**src/hdl/ssbr_pkg.sv**
```systemverilog
// Constants for the sensor status and burst register block.
// Assumes one 40 MHz core clock and an 8-bit serial register port.
// Notes on behaviour
// - Firmware revision reads downloaded revision only when download succeeded and running, else zero.
// - Silicon revision stays separate and reads from its own address one.
// - Observation bit 7 is set while the chip runs shadow firmware.
// - Observation bit 5 is set when a power-down input pulse is seen.
// - Observation bits are set by their processes; bits 1 and 0 every frame.
// - Writing zero clears observation bits; controller waits, then reads back.
// - Address 0x3F returns the bitwise complement of the part code.
// - Pixel burst reads stream every pixel of one and two-thirds frames.
// - Motion burst streams motion, X, Y, quality, shutter high, low, max pixel.
// - Download port is write-only; successive bytes load firmware at high speed.
`default_nettype none

package ssbr_pkg;
	localparam int ADDR_W = 7;
	localparam logic [6:0] ADDR_PART_CODE = 7'h00;
	localparam logic [6:0] ADDR_SILICON_REV = 7'h01;
	localparam logic [6:0] ADDR_FW_REV = 7'h1F;
	localparam logic [6:0] ADDR_OBS = 7'h3D;
	localparam logic [6:0] ADDR_CPART_CODE = 7'h3F;
	localparam logic [6:0] ADDR_PIXEL_BURST = 7'h40;
	localparam logic [6:0] ADDR_MOTION_BURST = 7'h50;
	localparam logic [6:0] ADDR_FW_LOAD = 7'h60;
	localparam int OBS_RUNNING_BIT = 7;
	localparam int OBS_PD_BIT = 5;
	localparam int OBS_TICK_B_BIT = 1;
	localparam int OBS_TICK_A_BIT = 0;
	localparam logic [7:0] OBS_MASK = 8'hA3;
	localparam logic [7:0] OBS_RESET = 8'h00;
	localparam logic [7:0] BYTE_ZERO = 8'h00;
	localparam int MOTION_LEN = 7;
	localparam int PIXEL_BURST_LEN = 1500;
	localparam logic [2:0] PIN_SYNC_RESET = 3'h3;
	localparam logic [2:0] BIT_LAST = 3'h7;
endpackage

`default_nettype wire

```
**src/hdl/ssbr_link_if.sv**
```systemverilog
// Byte-level carrier between the serial link and the register bank.
// Assumes both ends run on the same core clock.
`default_nettype none

interface ssbr_link_if;
	logic sel;
	logic rx_valid;
	logic rx_first;
	logic [7:0] rx_data;
	logic [7:0] tx_data;
	modport link
	(
		output sel,
		output rx_valid,
		output rx_first,
		output rx_data,
		input tx_data
	);
	modport regs
	(
		input sel,
		input rx_valid,
		input rx_first,
		input rx_data,
		output tx_data
	);
endinterface

`default_nettype wire

```
**src/hdl/ssbr_serial_link.sv**
```systemverilog
// Four-wire serial slave, mode 3, oversampled by the core clock.
// Assumes serial clock well below a quarter of the core clock.
`default_nettype none

module ssbr_serial_link
	import ssbr_pkg::*;
(
	input wire logic clk,
	input wire logic nrst,
	input wire logic ncs_pin,
	input wire logic sclk_pin,
	input wire logic mosi_pin,
	output logic miso_o,
	output logic miso_oe,
	ssbr_link_if.link bus
);
	logic [2:0] pins;
	logic [2:0] s1_reg;
	logic [2:0] s2_reg;
	logic [2:0] s3_reg;
	logic [2:0] filt_reg;
	logic [2:0] prev_reg;
	logic sclk_rise;
	logic sclk_fall;
	logic [2:0] bit_cnt_reg;
	logic [7:0] rx_shift_reg;
	logic first_reg;
	logic [7:0] tx_shift_reg;

	assign pins = {mosi_pin, sclk_pin, ncs_pin};

	always_ff @(posedge clk or negedge nrst)
	begin
		if (!nrst)
		begin
			s1_reg <= PIN_SYNC_RESET;
			s2_reg <= PIN_SYNC_RESET;
			s3_reg <= PIN_SYNC_RESET;
		end
		else
		begin
			s1_reg <= pins;
			s2_reg <= s1_reg;
			s3_reg <= s2_reg;
		end
	end

	// A pin change counts once the last two stages agree
	always_ff @(posedge clk or negedge nrst)
	begin
		if (!nrst)
		begin
			filt_reg <= PIN_SYNC_RESET;
			prev_reg <= PIN_SYNC_RESET;
		end
		else
		begin
			for (int i = 0; i < 3; i++)
				if (s2_reg[i] == s3_reg[i])
					filt_reg[i] <= s3_reg[i];
			prev_reg <= filt_reg;
		end
	end

	assign sclk_rise = filt_reg[1] & ~prev_reg[1];
	assign sclk_fall = ~filt_reg[1] & prev_reg[1];
	assign bus.sel = ~filt_reg[0];

	always_ff @(posedge clk or negedge nrst)
	begin
		if (!nrst)
		begin
			bit_cnt_reg <= 3'h0;
			rx_shift_reg <= BYTE_ZERO;
			first_reg <= 1'b1;
			bus.rx_valid <= 1'b0;
			bus.rx_first <= 1'b0;
			bus.rx_data <= BYTE_ZERO;
		end
		else
		begin
			bus.rx_valid <= 1'b0;
			if (!bus.sel)
			begin
				bit_cnt_reg <= 3'h0;
				first_reg <= 1'b1;
			end
			else if (sclk_rise)
			begin
				rx_shift_reg <= {rx_shift_reg[6:0], filt_reg[2]};
				bit_cnt_reg <= bit_cnt_reg + 3'h1;
				if (bit_cnt_reg == BIT_LAST)
				begin
					bus.rx_valid <= 1'b1;
					bus.rx_data <= {rx_shift_reg[6:0], filt_reg[2]};
					bus.rx_first <= first_reg;
					first_reg <= 1'b0;
				end
			end
		end
	end

	// Next answer byte is taken on the first falling edge of each byte
	always_ff @(posedge clk or negedge nrst)
	begin
		if (!nrst)
		begin
			tx_shift_reg <= BYTE_ZERO;
			miso_oe <= 1'b0;
		end
		else
		begin
			miso_oe <= bus.sel;
			if (bus.sel && sclk_fall)
			begin
				if (bit_cnt_reg == 3'h0)
					tx_shift_reg <= bus.tx_data;
				else
					tx_shift_reg <= {tx_shift_reg[6:0], 1'b0};
			end
		end
	end

	assign miso_o = tx_shift_reg[7];
endmodule

`default_nettype wire

```
**src/hdl/ssbr_regs.sv**
```systemverilog
// Upper register map: revisions, observation flags, part code check,
// pixel and motion burst ports and the firmware download port.
// Assumes frame_tick is a core-clock pulse and pixel_data follows pixel_index combinationally.
`default_nettype none

module ssbr_regs
	import ssbr_pkg::*;
#(
	// Arbitrary identity values
	parameter logic [7:0] PART_CODE = 8'h5A,
	parameter logic [7:0] SILICON_REV = 8'h01,
	parameter int PIX_W = 11,
	parameter int PIX_LEN = PIXEL_BURST_LEN
)
(
	input wire logic clk,
	input wire logic nrst,
	input wire logic ncs_pin,
	input wire logic sclk_pin,
	input wire logic mosi_pin,
	output logic miso_o,
	output logic miso_oe,
	input wire logic power_down_n,
	input wire logic frame_tick,
	input wire logic firmware_running,
	input wire logic fw_download_ok,
	input wire logic [7:0] fw_revision,
	input wire logic [7:0] motion_in,
	input wire logic [7:0] delta_x_in,
	input wire logic [7:0] delta_y_in,
	input wire logic [7:0] surface_quality,
	input wire logic [15:0] shutter_in,
	input wire logic [7:0] max_pixel_in,
	output logic [PIX_W-1:0] pixel_index,
	input wire logic [7:0] pixel_data,
	output logic fw_load_valid,
	output logic [7:0] fw_load_data,
	output logic fw_load_active
);
	typedef enum logic [2:0] {ST_CMD, ST_WR, ST_RD, ST_MBURST, ST_PBURST, ST_LOAD} ssbr_state_t;

	ssbr_link_if lnk ();
	ssbr_state_t state_reg;
	logic [6:0] addr_reg;
	logic [7:0] tx_reg;
	logic [7:0] obs_reg;
	logic [7:0] obs_next;
	logic [7:0] obs_set;
	logic [2:0] mb_idx_reg;
	logic [7:0] mb_byte [MOTION_LEN];
	logic [2:0] pd_s_reg;
	logic pd_filt_reg;
	logic pd_prev_reg;
	logic pd_pulse;
	logic obs_write;

	ssbr_serial_link u_link
	(
		.clk(clk),
		.nrst(nrst),
		.ncs_pin(ncs_pin),
		.sclk_pin(sclk_pin),
		.mosi_pin(mosi_pin),
		.miso_o(miso_o),
		.miso_oe(miso_oe),
		.bus(lnk.link)
	);

	assign lnk.tx_data = tx_reg;
	assign mb_byte[0] = motion_in;
	assign mb_byte[1] = delta_x_in;
	assign mb_byte[2] = delta_y_in;
	assign mb_byte[3] = surface_quality;
	assign mb_byte[4] = shutter_in[15:8];
	assign mb_byte[5] = shutter_in[7:0];
	assign mb_byte[6] = max_pixel_in;

	// Single-address read map; unmapped and reserved addresses read zero
	function automatic logic [7:0] read_value(input logic [6:0] a);
		logic [7:0] v;
		v = BYTE_ZERO;
		unique case (a)
			ADDR_PART_CODE: v = PART_CODE;
			ADDR_SILICON_REV: v = SILICON_REV;
			ADDR_FW_REV: v = (fw_download_ok && firmware_running) ? fw_revision : BYTE_ZERO;
			ADDR_OBS: v = obs_reg;
			ADDR_CPART_CODE: v = ~PART_CODE;
			default: v = BYTE_ZERO;
		endcase
		return v;
	endfunction

	// Power-down input, three stages with agreement filter
	always_ff @(posedge clk or negedge nrst)
	begin
		if (!nrst)
		begin
			pd_s_reg <= 3'h7;
			pd_filt_reg <= 1'b1;
			pd_prev_reg <= 1'b1;
		end
		else
		begin
			pd_s_reg <= {pd_s_reg[1:0], power_down_n};
			if (pd_s_reg[1] == pd_s_reg[2])
				pd_filt_reg <= pd_s_reg[2];
			pd_prev_reg <= pd_filt_reg;
		end
	end

	assign pd_pulse = ~pd_filt_reg & pd_prev_reg;

	always_comb
	begin
		obs_set = BYTE_ZERO;
		obs_set[OBS_RUNNING_BIT] = firmware_running;
		obs_set[OBS_PD_BIT] = pd_pulse;
		obs_set[OBS_TICK_B_BIT] = frame_tick;
		obs_set[OBS_TICK_A_BIT] = frame_tick;
	end

	assign obs_write = lnk.rx_valid && state_reg == ST_WR && addr_reg == ADDR_OBS;

	assign obs_next = ((obs_write ? (obs_reg & lnk.rx_data) : obs_reg) | obs_set) & OBS_MASK;

	always_ff @(posedge clk or negedge nrst)
	begin
		if (!nrst)
			obs_reg <= OBS_RESET;
		else
			obs_reg <= obs_next;
	end

	// Command and burst sequencing
	always_ff @(posedge clk or negedge nrst)
	begin
		if (!nrst)
		begin
			state_reg <= ST_CMD;
			addr_reg <= 7'h00;
			tx_reg <= BYTE_ZERO;
			mb_idx_reg <= 3'h0;
			pixel_index <= '0;
		end
		else if (!lnk.sel)
		begin
			state_reg <= ST_CMD;
			// Next pixel burst starts from the first pixel
			pixel_index <= '0;
		end
		else if (lnk.rx_valid)
		begin
			unique case (state_reg)
				ST_CMD:
				begin
					addr_reg <= lnk.rx_data[6:0];
					if (lnk.rx_data[7])
						state_reg <= (lnk.rx_data[6:0] == ADDR_FW_LOAD) ? ST_LOAD : ST_WR;
					else if (lnk.rx_data[6:0] == ADDR_MOTION_BURST)
					begin
						state_reg <= ST_MBURST;
						tx_reg <= mb_byte[0];
						mb_idx_reg <= 3'h1;
					end
					else if (lnk.rx_data[6:0] == ADDR_PIXEL_BURST)
					begin
						state_reg <= ST_PBURST;
						tx_reg <= pixel_data;
						pixel_index <= PIX_W'(1);
					end
					else
					begin
						state_reg <= ST_RD;
						tx_reg <= read_value(lnk.rx_data[6:0]);
					end
				end
				ST_WR, ST_RD:
					state_reg <= ST_CMD;
				ST_MBURST:
				begin
					tx_reg <= (mb_idx_reg < 3'(MOTION_LEN)) ? mb_byte[mb_idx_reg] : BYTE_ZERO;
					if (mb_idx_reg < 3'(MOTION_LEN))
						mb_idx_reg <= mb_idx_reg + 3'h1;
				end
				ST_PBURST:
				begin
					tx_reg <= (pixel_index < PIX_W'(PIX_LEN)) ? pixel_data : BYTE_ZERO;
					if (pixel_index < PIX_W'(PIX_LEN))
						pixel_index <= pixel_index + PIX_W'(1);
				end
				ST_LOAD:
					state_reg <= ST_LOAD;
			endcase
		end
	end

	always_ff @(posedge clk or negedge nrst)
	begin
		if (!nrst)
		begin
			fw_load_valid <= 1'b0;
			fw_load_data <= BYTE_ZERO;
		end
		else
		begin
			fw_load_valid <= lnk.rx_valid && state_reg == ST_LOAD && lnk.sel;
			if (lnk.rx_valid && state_reg == ST_LOAD)
				fw_load_data <= lnk.rx_data;
		end
	end

	assign fw_load_active = state_reg == ST_LOAD;
endmodule

`default_nettype wire

```
**config.mk**
```make
export PLATFORM = sky130hd
export DESIGN_NAME = ssbr_regs
export DESIGN_NICKNAME = d
export VERILOG_FILES = /design/src/hdl/ssbr_pkg.sv /design/src/hdl/ssbr_link_if.sv /design/src/hdl/ssbr_serial_link.sv /design/src/hdl/ssbr_regs.sv
export SDC_FILE = /design/constraint.sdc
export NUM_CORES = 1
export LEC_CHECK = 0
export BUFFER_PORTS_ARGS = -buffer_cell sky130_fd_sc_hd__clkbuf_2
export CORE_MARGIN = 5
export CORE_UTILIZATION = 38
export DETAILED_ROUTE_END_ITERATION = 7
export GPL_ROUTABILITY_DRIVEN = 1
export GPL_TIMING_DRIVEN = 0
export HOLD_SLACK_MARGIN = 0.02
export SLEW_MARGIN = 5
export SYNTH_ARGS = -nofsm -noshare
export SYNTH_HDL_FRONTEND = slang
export SYNTH_SLANG_ARGS = --single-unit
```
**constraint.sdc**
```tcl
create_clock -name clk -period 3.1 [get_ports clk]
set_input_delay 0.155 -clock clk [delete_from_list [all_inputs] [get_ports clk]]
set_output_delay 0.155 -clock clk [all_outputs]
set_load 0.02 [all_outputs]
```
==> flow_metrics.tcl <==
set metrics [dict create \
    status "finished, final reports clean" \
    vias 3813 \
    synth_area_leaders "dfrtp_1, dfstp_2, mux2_2, mux2i_1, mux4_2" \
    fmax_ghz 0.4357 \
    grt_pass1_wl_um 19750 \
    synth-async-reset-ratio 1.000 \
    grt_use_total 0.1729 \
    holdPathStages 2 \
    p_sw_w 0.0006783 \
    vdd_ir_drop_max_uv 250.8 \
    drc 0 \
    globalRoute.totalOverflow 0 \
    arrival_ns 2.57 \
    drtAntennaViolNets 0 \
    clock-sinks 91 \
    fin_skew_ns 0.006990 \
    cts_tree "yes" \
    top_register "pixel_index" \
    post-synth-top-count-cell "dfrtp_1" \
    cp.depth 6 \
    antenna_found_initial 0 \
    internal_power_w 0.002010 \
    drive_above_1_share 0.3517 \
    syn_to_final_growth_pct 23.36 \
    clk_pin_slew_ns 0.07 \
    timing.final.crit_period_ns 2.295 \
    synth_edf_count 0 \
    fin_nets 624 \
    cts_inserted_buffers 9 \
    setup_violations 0 \
    hp-class "in -> reg" \
    met3_length_um 950 \
    cts_buffer_depth 2 \
    fp-row-count 40 \
    p_sw_frac 0.2523 \
    min_period_over_period 0.7404 \
    startpoint_type "flip-flop" \
    slowest_stage "a31oi_1" \
    place_congestion 0.8203 \
    crit_family "compound AO/OA/AOI/OAI gates" \
    power_frac_seq 0.501 \
    hold_viol 0 \
    hold_ws_ns 0.03874 \
    critPathRequiredTime_ns 3.38 \
    dp_hpwl_um 9273 \
    die_area_mm2 0.01464 \
    synth_cell_types 57 \
    p_comb_frac 0.108 \
    r2r_end "lnk.tx_data[0]$_DFFE_PN0P_" \
    drt-total-wl_um 12580 \
    synth.ff_latch_count 91 \
    power_leakage_nw 2.597 \
    crit_type "reg -> reg" \
    powerDensity_mw_per_mm2 465.5 \
    fillCellCount 1129 \
    placed_area_mm2 0.005438 \
    top_layer_used "met4" \
    core_area_mm2 0.01206 \
    tightest_slew_ns 0.8268 \
    final_core_util 0.4788 \
    cp.buffers_inverters 1 \
    drv_slew 0 \
    grt_pass1_vias 3768 \
    htree_levels 3 \
    synth_top_cells_by_count "dfrtp_1, nand2_1, mux2_2" \
    yosysSeqAreaShare 0.4901 \
    crit_chain "buf_2 -> nand3b_1 -> a31oi_1 -> nand3_1 -> a211o_1 -> nand4_1" \
    worstRegToRegCells 6 \
    largest_reg_flops 11 \
    worstHoldStart "frame_tick" \
    drt_iter0_drc 166 \
    synth_top_area_frac 0.4115 \
    first_pass_iters 4 \
    initial_core_util 0.3882 \
    reg2reg_slack_ns 0.80 \
    critPathMaxStageDelay_ns 0.66 \
    routed-wl-met2_um 5759 \
    antennaDiodeCount 0 \
    io_buffers 103 \
    cts_root_buffer "clkbuf_16" \
    synth_top_cell_by_area "dfrtp_1" \
    synth_warnings 0 \
    die_h_um 121 \
    worst_skew_pair.late_latency_ns 0.34 \
    synthesis.area_mm2 0.004682 \
    m1WireLength_um 5655 \
    worstPathMaxFanout 10 \
    p_clk_frac 0.392 \
    grt_setup_unrepaired "no" \
    fin_setup_tns_ns 0 \
    synth_flop_cell "dfrtp_1" \
    critPathCaptureType "flip-flop" \
    grt_max_degree 50 \
    rr_startpoint "state_reg[2]$_DFFE_PN0P_" \
    wire_per_inst_um 17.69 \
    maxCapViolations 0 \
    finalPower_w 0.002689 \
    syn-instance-count 418 \
    synth_nets 504 \
    die_w_um 121 \
    via_per_inst 5.363 \
    whs_endpoint "obs_reg[0]$_DFF_PN0_" \
    stdcell_area_mm2 0.005776 \
    slew_headroom 0.4462 \
    synth_area_per_cell_um2 11.20 \
    io_pins 104 \
    cts_setup_buffers 0 \
]
==> how the worst max path moves through the flow <==
stage | startpoint | to
floorplan | pixel_index[5]$_DFFE_PN0P_ | pixel_index[2]$_DFFE_PN0P_
global placement | nrst | u_link.tx_shift_reg[7]$_DFFE_PN0P_
detailed placement | state_reg[2]$_DFFE_PN0P_ | mb_idx_reg[2]$_DFFE_PN0P_
CTS | state_reg[2]$_DFFE_PN0P_ | mb_idx_reg[2]$_DFFE_PN0P_
global route | state_reg[2]$_DFFE_PN0P_ | lnk.tx_data[0]$_DFFE_PN0P_
finish | state_reg[2]$_DFFE_PN0P_ | lnk.tx_data[0]$_DFFE_PN0P_
==> cells in the final DEF, fill, tap and decap left out, types with 6 or more instances in the layout <==
master,n
a21oi_1,24
mux2i_1,18
o31ai_1,10
nand2_1,31
mux2_2,29
dfrtp_1,77
nor2_1,21
clkbuf_16,9
mux4_2,8
buf_2,7
clkbuf_2,102
inv_1,9
o21ai_0,22
nand3_1,9
nor2b_1,7
nand2b_1,7
nand4_1,7
clkbuf_1,12
o211ai_1,11
o221ai_1,6
dfstp_2,14
o21a_1,6
==> worst register-to-register path: cells and delay by family (launching register included) <==
family / cells / cell delay, ns
AOI/OAI and AO/OA: 2 / 1.00
buffers and inverters: 1 / 0.18
DFF: 1 / 0.37
and+or+nand+nor: 3 / 0.68
==> layer usage <==
| layer | vias to the layer above | global-route usage |
|---|---|---|
| li1 | 1804 | - |
| met1 | 1845 | 0.2393 |
| met2 | 147 | 0.2695 |
| met3 | 17 | 0.03497 |
| met4 | 0 | 0.06091 |
| met5 | - | 0 |
==> cell type report <==
cell class	instances	area, um2	area share
clock buffer	10	239.0	0.04138
buffer	24	117.6	0.02036
inverter	9	33.78	0.005849
clock inverter	6	48.80	0.008449
timing repair buffer	109	595.6	0.1031
sequential	91	2295	0.3973
multi-input combinational	294	2236	0.3871
tap	168	210.2	0.03640
==> through the flow <==
stage	std cells	worst slack, ns
final	711	0.8049
after global routing	711	0.7217
after CTS	711	0.7897
after detailed placement	690	0.8111
after global placement	689	0.7425
after floorplan	418	1.292
==> cell families (layout without fill, tap and decap cells) <==
group / after synthesis / in the layout / share of synthesized area
simple gates: 118 / 118 / 0.1443
compound gates: 110 / 110 / 0.1609
flops: 91 / 91 / 0.4901
mux: 55 / 55 / 0.1467
buf+inv: 33 / 158 / 0.03233
fa+ha+maj: 9 / 9 / 0.02191
xor+xnor: 2 / 2 / 0.003742
==> timing repair <==
action / CTS / global route
hold endpoints to repair: 38 / 0
resized for setup: 0 / 0
hold buffers: 5 / 0
==> power by group through the flow <==
stage,Combinational [W],Sequential (W),Clock (W)
6_report,0.000289,0.00135,0.00105
2_1_floorplan,0.000157,0.00136,0
3_3_place_gp,0.000275,0.00136,0
3_5_place_dp,0.000286,0.00137,0
5_1_grt,0.000323,0.00136,0.00113
4_1_cts,0.000293,0.00135,0.00109
(Power assumes the default switching activity.)
